### src/core/zac_pkg.sv
// zac_pkg: register map, field layouts, codes and reset values
// for the zone access checker.
// assumes a single 250 MHz clock domain and an APB master with 32-bit data.
package zac_pkg;
   // register byte offsets on APB
   localparam logic [7:0] REG_CMD    = 8'h00;
   localparam logic [7:0] REG_LOCK   = 8'h04;
   localparam logic [7:0] REG_KEYST  = 8'h08;
   localparam logic [7:0] REG_KEYW   = 8'h0C;
   localparam logic [7:0] REG_FETCH  = 8'h10;
   localparam logic [7:0] REG_WDATA  = 8'h14;
   localparam logic [7:0] REG_SPARE  = 8'h18;
   localparam logic [7:0] REG_POLICY = 8'h1C;
   localparam logic [7:0] REG_STATUS = 8'h20;
   localparam logic [7:0] REG_RESULT = 8'h24;
   // command opcodes
   localparam logic [7:0] OP_READ    = 8'h02;
   localparam logic [7:0] OP_WRITE   = 8'h12;
   localparam logic [7:0] OP_UPDATE  = 8'h20;
   // zone select codes
   localparam logic [1:0] ZONE_CFG   = 2'h0;
   localparam logic [1:0] ZONE_OTP   = 2'h1;
   localparam logic [1:0] ZONE_DATA  = 2'h2;
   localparam logic [1:0] ZONE_RSVD  = 2'h3;
   // answer codes
   localparam logic [7:0] RC_OK      = 8'h00;
   localparam logic [7:0] RC_PARSE   = 8'h03;
   localparam logic [7:0] RC_EXEC    = 8'h0F;
   // one-time zone policy modes
   localparam logic [1:0] OTP_RDONLY = 2'h0;
   localparam logic [1:0] OTP_CONSUM = 2'h1;
   localparam logic [1:0] OTP_LEGACY = 2'h2;
   // write policy value meaning always writable in clear
   localparam logic [3:0] WP_ALWAYS  = 4'h0;
   // word limits inside zones
   localparam logic [6:0] CFG_LAST   = 7'h15;
   localparam logic [6:0] CFG_RD_MAX = 7'h0F;
   localparam logic [6:0] CFG_WR_MIN = 7'h04;
   localparam logic [6:0] OTP_PROT   = 7'h02;
   // policy write field position inside REG_POLICY
   localparam int         POL_IDX_LO = 16;

   typedef enum logic [1:0] {
      FSM_IDLE  = 2'b00,
      FSM_FETCH = 2'b01,
      FSM_EVAL  = 2'b10
   } zac_fsm_t;

   typedef struct packed {
      logic [15:0] p2;         // second_parameter
      logic [7:0]  p1;         // first_parameter
      logic [7:0]  op;
   } zac_cmd_t;

   // slot_policy_word; bit 14 is wr_policy[2]
   typedef struct packed {
      logic [3:0] wr_policy;   // write_policy_field
      logic [3:0] wr_key;
      logic       secret;      // secret_slot_flag
      logic       enc_rd;      // encrypted_read_flag
      logic [1:0] rsvd;
      logic [3:0] rd_key;      // read_key_slot
   } zac_policy_t;

   // scratch_key_register status
   typedef struct packed {
      logic       origin_rand; // key_origin_flag
      logic [3:0] src;         // key_source_slot
      logic       gen;         // digest_generated_flag
      logic       valid;
   } zac_key_t;

   typedef struct packed {
      logic [1:0] otp_mode;    // otp_policy_mode
      logic       data_locked;
      logic       cfg_locked;
   } zac_lock_t;

   typedef struct packed {
      logic [7:0] selector;    // config byte 85
      logic [7:0] user;        // user_spare_byte, config byte 84
      logic [7:0] guard;       // selector_guard_mode, config byte 19
   } zac_spare_t;

   typedef struct packed {
      logic        en;
      logic [3:0]  idx;
      logic [15:0] data;
   } zac_pol_wr_t;

   typedef struct packed {
      zac_fsm_t    fsm;
      logic        pready;
      logic        pslverr;
      logic [31:0] prdata;
      zac_cmd_t    cmd;
      zac_lock_t   lock;
      zac_key_t    key;
      logic [31:0] keyw;
      logic [31:0] fetch;
      logic [31:0] wdata;
      zac_spare_t  spare;
      zac_pol_wr_t pol_wr;
      logic [7:0]  status;
      logic [31:0] result;
      logic        grant;
      logic        wr;
      logic        blk;
      logic [6:0]  word;
      logic        done;
   } zac_state_t;

   localparam zac_state_t STATE_RST = '0;
endpackage

### src/core/zac_policy_mem.sv
// zac_policy_mem: sixteen slot policy words with a registered read port.
// assumes one writer and that the reader waits one cycle for data.
`timescale 1ns/100ps
module zac_policy_mem (
   input  wire logic                ref_clk_i,
   input  wire logic                arst_n_i,
   input  wire zac_pkg::zac_pol_wr_t wr_i,
   input  wire logic [3:0]          raddr_i,
   output logic [15:0]              rdata_o
);
   typedef struct packed {
      logic [15:0][15:0] words;  // one policy per slot
      logic [15:0]       rdata;  // read data register
   } zac_mem_state_t;

   zac_mem_state_t r;            // current state
   zac_mem_state_t n;            // next state

   // read first, then write, so the read register samples the old array value
   always_comb begin
      n = r;
      n.rdata = r.words[raddr_i];
      if (wr_i.en) begin
         n.words[wr_i.idx] = wr_i.data;
      end
   end

   // policies clear to zero so slots start plain and open
   always_ff @(posedge ref_clk_i or negedge arst_n_i) begin
      if (!arst_n_i) begin
         r <= '0;
      end else begin
         r <= n;
      end
   end

   assign rdata_o = r.rdata;
endmodule

### config.mk
export PLATFORM = sky130hd
export DESIGN_NAME = zac_policy_mem
export DESIGN_NICKNAME = d
export VERILOG_FILES = /design/src/core/zac_pkg.sv /design/src/core/zac_policy_mem.sv
export SDC_FILE = /design/constraint.sdc
export NUM_CORES = 1
export LEC_CHECK = 0
export BUFFER_PORTS_ARGS = -buffer_cell sky130_fd_sc_hd__buf_2
export CORE_MARGIN = 2
export CORE_UTILIZATION = 30
export DETAILED_ROUTE_END_ITERATION = 10
export GPL_TIMING_DRIVEN = 0
export PLACE_DENSITY = 0.43
export SKIP_LAST_GASP = 1
export SYNTH_ARGS = -nofsm -noshare
export SYNTH_HDL_FRONTEND = slang
export SYNTH_SLANG_ARGS = --single-unit
export TNS_END_PERCENT = 100
### constraint.sdc
create_clock -name ref_clk_i -period 1.4 [get_ports ref_clk_i]
set_input_delay 0 -clock ref_clk_i [delete_from_list [all_inputs] [get_ports ref_clk_i]]
set_output_delay 0 -clock ref_clk_i [all_outputs]
set_load 0.02 [all_outputs]
==> results of run 1 <==
==> sequential cells by signal (all words and copies together), names as in the netlist <==
register	cells
r	256
rdata_o	16
==> worst min path at each step <==
stage	cells after the start	endpoint	slack, ps
global placement	2	r[208]$_DFFE_PN0P_	330
global route	1	r[156]$_DFFE_PN0P_	-560
detailed placement	1	r[156]$_DFFE_PN0P_	20
finish	1	r[156]$_DFFE_PN0P_	-590
CTS	1	r[152]$_DFFE_PN0P_	-600
floorplan	0	r[100]$_DFFE_PN0P_	-300
==> cell type report <==
type	count	area, um^2	share of cell area [%]
sequential	272	6810	46.9
multi-input combinational	397	5000	34.5
clock buffer	46	952	6.56
tap	525	657	4.53
timing repair buffer	67	518	3.57
buffer	75	440	3.03
clock inverter	11	139	0.957
==> power breakdown <==
part	leakage, nW	total (mW)	internal [mW]	switching [mW]
registers	3.34	10.6	9.71	0.905
clock network	0.539	8.47	5.22	3.25
logic	2.37	4.15	2.55	1.60
total	6.25	23.2	17.5	5.75
==> logic make-up after synthesis <==
logic type,count (synthesis)
DFF,272
AOI/OAI and AO/OA,32
buffers and inverters,75
and+or+nand+nor,45
muxes,320
==> cell usage in the layout (no fill, tap or decap) <==
cell type / instances
a22oi_2: 11
nand2b_1: 1
mux4_2: 64
mux2_4: 20
dlymetal6s4s_1: 1
nor3_2: 5
or4_4: 1
mux2_2: 226
buf_16: 2
clkbuf_8: 12
nand3b_1: 2
mux2_1: 10
a22oi_1: 21
nand2b_4: 2
dlygate4sd3_1: 22
dfrtp_1: 272
buf_6: 4
clkbuf_1: 25
nand2_2: 3
clkbuf_16: 31
buf_4: 27
buf_1: 1
clkdlybuf4s15_2: 1
and2_1: 1
clkinvlp_4: 2
bufinv_16: 3
nor2_2: 6
buf_2: 54
clkinv_2: 5
nand3_1: 2
nor4_4: 1
nor2_1: 1
nor3_4: 1
buf_8: 1
nand2_1: 15
nor2b_1: 2
inv_6: 1
clkbuf_2: 5
or3_1: 2
clkbuf_4: 2
==> layer usage <==
metal  part of all wire (%)  vias up
li1                       -     2951
met1                     45     3651
met2                     49       97
met3                    3.2       45
met4                    2.3        0
met5                      0        -
==> repair_timing <==
action                                 in CTS  in global routing
setup buffers                               0                  4
pin swaps                                   1                  4
gates resized for setup                    13                 11
endpoints found under the hold margin     178                 75
setup endpoints to repair                  26                 21
==> results.py, run 1 <==
metrics = {
    "status": {
        "outcome": "finished, violations left",
        "violations": "negative hold slack, negative setup slack",
    },
    "sta": {
        "skew_ps": 11.7,
        "finalHoldWorstSlack_ps": -594,
        "fin_crit_sh_pct": 102,
        "worstMarginPinSlew_ps": 839,
        "hold_viol_final": 175,
        "fin_ws_ps": -30.3,
        "rsz0062_at_grt": "true",
        "fmax_mhz": 699,
        "setup_viol": 1,
        "max_slew_margin_pct": 43.8,
        "fin_crit_ps": 1430,
        "tns_ps": -30.3,
        "report.final.slew_viol_count": 0,
    },
    "global_route": {
        "antenna_found_initial": 0,
        "grt_pass1_vias": 7803,
        "grt_max_degree": 107,
        "use_met1_pct": 20.4,
        "grt.met3_usage_pct": 2.34,
        "grt-busiest-layer": "met2",
        "grt_pass1_wl_um": 47600,
        "grt_usage_pct": 15.1,
        "gr-total-overflow": 0,
        "met2_usage_pct": 25.2,
    },
    "run": {
        "drv_cap": 0,
    },
    "placement": {
        "dp_slack_ps": -1100,
        "place_congestion": 0.713,
        "dpl.cell_count": 1309,
        "place_area_um2": 13100,
        "port_buffers": 38,
        "post-dp-hpwl_um": 20400,
    },
    "setup_path": {
        "slowest_delay_ps": 500,
        "end_kind": "flip-flop",
        "critPathLaunch": "r[193]$_DFFE_PN0P_",
        "cp.required_ps": 1830,
        "crit_chain": "mux4_2, a22oi_1, nand2_1",
        "cp-start-kind": "flip-flop",
        "critPathKind": "flip-flop to flip-flop",
        "crit_buf_inv": 0,
        "cp_num_cells": 3,
        "worstPathMaxFanout": 2,
        "endpoint": "rdata_o[1]$_DFF_PN0_",
        "reg2reg_from": "r[193]$_DFFE_PN0P_",
        "ff2ff_setup_slack_ps": -30,
        "critPathArrivalTime_ps": 1870,
        "cpLargestDelayFamily": "multiplexers",
        "worstRegToRegCells": 3,
        "r2r-end": "rdata_o[1]$_DFF_PN0_",
        "slowest_stage": "mux4_2",
    },
    "power": {
        "irDropWorstVdd_uv": 909,
        "p_leak_nw": 6.25,
        "total_power_mw": 23.2,
        "power_density_nw_per_um2": 1600,
    },
    "finish": {
        "drive_above_1_share_pct": 56.5,
        "syn_to_final_growth_pct": 19.3,
        "fill_cells": 3703,
        "final_nets": 871,
        "n_antenna_cell": 0,
        "stdcell_count": 1393,
        "final_util_pct": 36.4,
        "design_area_um2": 14500,
    },
    "floorplanning": {
        "core_area_um2": 39900,
        "rows": 73,
        "initial_core_util_pct": 30.5,
        "io_pins": 43,
        "dieWidth_um": 205,
        "die_h_um": 205,
        "fp.dieArea_um2": 42200,
    },
    "route": {
        "wl_per_cell_um": 21.7,
        "drtPass1Iterations": 4,
        "vias_per_cell": 4.84,
        "drt_iter0_markers": 223,
        "via_count": 6744,
        "remaining_drc_errors": 0,
        "ant_nets": 0,
        "wirelength_um": 30200,
    },
    "synthesis": {
        "synth_edf_count": 0,
        "synth_compound_area_share_pct": 1.98,
        "syn_area_per_cell_um2": 16.3,
        "synthCells": 744,
        "synth_top_cell_by_area": "dfrtp_1",
        "synthTopCellsByCount": "272 x dfrtp_1, 226 x mux2_2, 64 x mux4_2, 32 x a22oi_1, 27 x clkbuf_1",
        "yosysTopAreaCellShare_pct": 56.0,
        "yosys.cell_count.top_type": "dfrtp_1",
        "yosysSeqAreaShare_pct": 56.0,
        "synth_top_family_by_area": "multiplexers",
        "synth_top_cells_by_area": "dfrtp_1 56%, mux2_2 21%, mux4_2 12%, mux2_4 2.5%, a22oi_1 2.0%",
        "async_flop_share_pct": 100,
        "yosysUniqueCellTypes": 25,
        "syn_area_um2": 12200,
        "ys.flop_type": "dfrtp_1",
        "yosys.area_share.adder_pct": 0,
        "ys_warn_count": 0,
        "synthMuxAreaShare_pct": 36.2,
        "synth_fp_nets": 771,
        "synth_seq_cells": 272,
        "synth-simple-area-share_pct": 2.44,
        "synth-xor-area-share_pct": 0,
    },
    "clocking": {
        "clkSlewWorstSetupHoldPaths_ps": 60,
        "cts-root-buf": "clkbuf_16",
        "htree_levels": 1,
        "clock_sink_count": 272,
        "cts_tree": "built",
        "cts_buffer_depth": 3,
        "clk_latency_ps": 570,
        "cts_buffers": 31,
        "cts_hold_buffers": 23,
    },
    "hold_path": {
        "holdCritPathClass": "input port to async pin",
    },
}
No activity file was read; power rests on OpenSTA's default activity.
==> run 2: changes to the inputs <==
Settings changed: ABC_AREA set to 1, PLACE_DENSITY 0.43 to 0.42.
==> results.py, run 2 <==
metrics = {
    "clocking": {
        "clock_sink_count": 272,
        "htree_levels": 2,
        "cts-root-buf": "clkbuf_16",
        "cts_buffer_depth": 3,
        "clkSlewWorstSetupHoldPaths_ps": 60,
        "clk_latency_ps": 550,
        "cts_buffers": 35,
        "cts_tree": "built",
        "post_cts_buffers": 0,
    },
    "route": {
        "drt_iter0_markers": 1155,
        "wl_per_cell_um": 21.5,
        "ant_nets": 0,
        "remaining_drc_errors": 0,
        "via_count": 11371,
        "drtPass1Iterations": 5,
        "vias_per_cell": 4.80,
        "wirelength_um": 51000,
    },
    "sta": {
        "fmax_mhz": 723,
        "setup_viol": 0,
        "max_slew_margin_pct": 29.7,
        "fin_crit_sh_pct": 98.9,
        "fin_crit_ps": 1380,
        "skew_ps": 14.9,
        "finalHoldWorstSlack_ps": -2.13,
        "worstMarginPinSlew_ps": 1050,
        "report.final.slew_viol_count": 0,
        "tns_ps": 0,
        "rsz0062_at_grt": "false",
        "hold_viol_final": 1,
    },
    "setup_path": {
        "endpoint": "rdata_o[10]$_DFF_PN0_",
        "ff2ff_setup_slack_ps": 30,
        "critPathArrivalTime_ps": 1840,
        "reg2reg_from": "r[87]$_DFFE_PN0P_",
        "worstPathMaxFanout": 10,
        "r2r-end": "rdata_o[7]$_DFF_PN0_",
        "cp.required_ps": 1860,
        "critPathLaunch": "raddr_i[1]",
        "end_kind": "flip-flop",
        "cp-start-kind": "input port",
        "critPathKind": "input port to flip-flop",
        "worstRegToRegCells": 5,
    },
    "placement": {
        "dpl.cell_count": 2264,
        "post-dp-hpwl_um": 35900,
        "place_congestion": 0.973,
        "port_buffers": 40,
    },
    "synthesis": {
        "synthCells": 1683,
        "yosysUniqueCellTypes": 17,
        "syn_area_per_cell_um2": 7.63,
        "yosys.cell_count.top_type": "nand2_1",
        "yosysTopAreaCellShare_pct": 53.0,
        "yosysSeqAreaShare_pct": 53.0,
        "ys.flop_type": "dfrtp_1",
        "async_flop_share_pct": 100,
        "synth_edf_count": 0,
        "synthTopCellsByCount": "573 x nand2_1, 272 x dfrtp_1, 243 x o21ai_0, 224 x inv_1, 206 x nand3_1",
        "synth_fp_nets": 1710,
        "syn_area_um2": 12800,
        "ys_warn_count": 0,
        "synth_top_cell_by_area": "dfrtp_1",
        "synth_seq_cells": 272,
        "synth_top_cells_by_area": "dfrtp_1 53%, nand2_1 17%, o21ai_0 9.5%, nand3_1 8.0%, inv_1 6.5%",
    },
    "floorplanning": {
        "dieWidth_um": 211,
        "io_pins": 43,
        "die_h_um": 211,
        "rows": 75,
        "initial_core_util_pct": 30.5,
        "core_area_um2": 42100,
        "fp.dieArea_um2": 44500,
    },
    "finish": {
        "final_common_cell": "nand2_1",
        "largest_reg_flops": 256,
        "fill_cells": 4507,
        "syn_to_final_growth_pct": 19.3,
        "final_nets": 1835,
        "regMostFlops": "r",
        "final_cell_mix": "573 x nand2_1, 272 x dfrtp_1, 243 x o21ai_0, 224 x inv_1, 206 x nand3_1",
        "n_antenna_cell": 0,
        "stdcell_count": 2368,
        "drive_above_1_share_pct": 9.57,
        "multi_input_area_um2": 4600,
        "seq_area_um2": 6810,
    },
    "run": {
        "drv_cap": 0,
    },
    "power": {
        "irDropWorstVdd_uv": 687,
        "total_power_mw": 23.4,
        "power_density_nw_per_um2": 1530,
        "p_leak_nw": 7.67,
    },
    "global_route": {
        "antenna_found_initial": 1,
        "grt_pass1_wl_um": 75600,
        "grt_max_degree": 103,
        "gr-total-overflow": 0,
        "grt_usage_pct": 23.5,
        "grt_pass1_vias": 11053,
    },
    "status": {
        "violations": "negative hold slack",
        "outcome": "finished, violations left",
    },
    "hold_path": {
        "holdCritPathClass": "input port to flip-flop",
    },
}
[run 2: cell count changes in the layout (fill, tap and decap cells not counted), sizes merged, moves of 24 or more]
| cell | change |
|---|---|
| nand3 | +205 |
| inv | +225 |
| nand2 | +555 |
| a22oi | -32 |
| o21ai | +256 |
| mux2 | -256 |
| mux4 | -64 |
| clkbuf | +36 |
| dlygate4sd3 | +24 |
[run 2: metrics by stage]
stage                     cell area (um^2)  hold WS, ps  worst slack (ps)  utilization [%]
after floorplan                      12800         -296               437                -
after global placement               13700          310             -5230             32.6
after detailed placement             13800         38.3              -548             32.7
after CTS                            15300        0.424              2.96             36.3
after global routing                 15300         10.1              4.99             36.4
final                                15300        -2.13              16.0             36.4
[run 2: area by class of cell]
class	count	area share, %
multi-input combinational	1055	30.0
tap	539	4.40
clock inverter	8	0.441
inverter	226	5.53
timing repair buffer	88	4.73
clock buffer	50	6.49
sequential	272	44.4
buffer	130	3.99
[run 2: where the power goes]
part / internal (mW) / switching (mW)
Sequential: 9.50 / 0.745
Clock: 5.10 / 3.53
Combinational: 1.50 / 3.00
Total: 16.1 / 7.27
[run 2: critical path, stage by stage]
cell	delay [ps]
buf_2	110
buf_2	240
buf_1	620
nand3_1	260
nand3_1	130
nand3_1	280
nand2_1	190
[run 2: routing by layer]
metal	global-route usage (%)	wire length, um
met5	0	10
met4	8.28	1820
met3	3.64	2980
met2	34.2	21100
met1	35.3	25100
[run 2: worst min path at each step]
stage                   from            endpoint  cells after the start
global placement    wr_i[15]   r[47]$_DFFE_PN0P_                      3
detailed placement  arst_n_i   r[37]$_DFFE_PN0P_                      1
global route        wr_i[17]  r[159]$_DFFE_PN0P_                      5
floorplan           arst_n_i  r[100]$_DFFE_PN0P_                      0
CTS                 wr_i[17]   r[95]$_DFFE_PN0P_                      5
finish              wr_i[17]  r[159]$_DFFE_PN0P_                      5
[run 2: logic make-up (layout without fill, tap and decap cells)]
family / count (synthesis) / after routing / share of synthesized area (%)
AND/OR/NAND/NOR: 799 / 799 / 25.7
AO/OA/AOI/OAI: 256 / 256 / 9.98
flip-flops: 272 / 272 / 53.0
buffers and inverters: 356 / 502 / 11.3
[run 2: repair_timing]
action	in CTS	in global routing
resized for setup	0	25
hold endpoints to repair	186	2
hold buffers	45	2
setup endpoints to repair	0	64
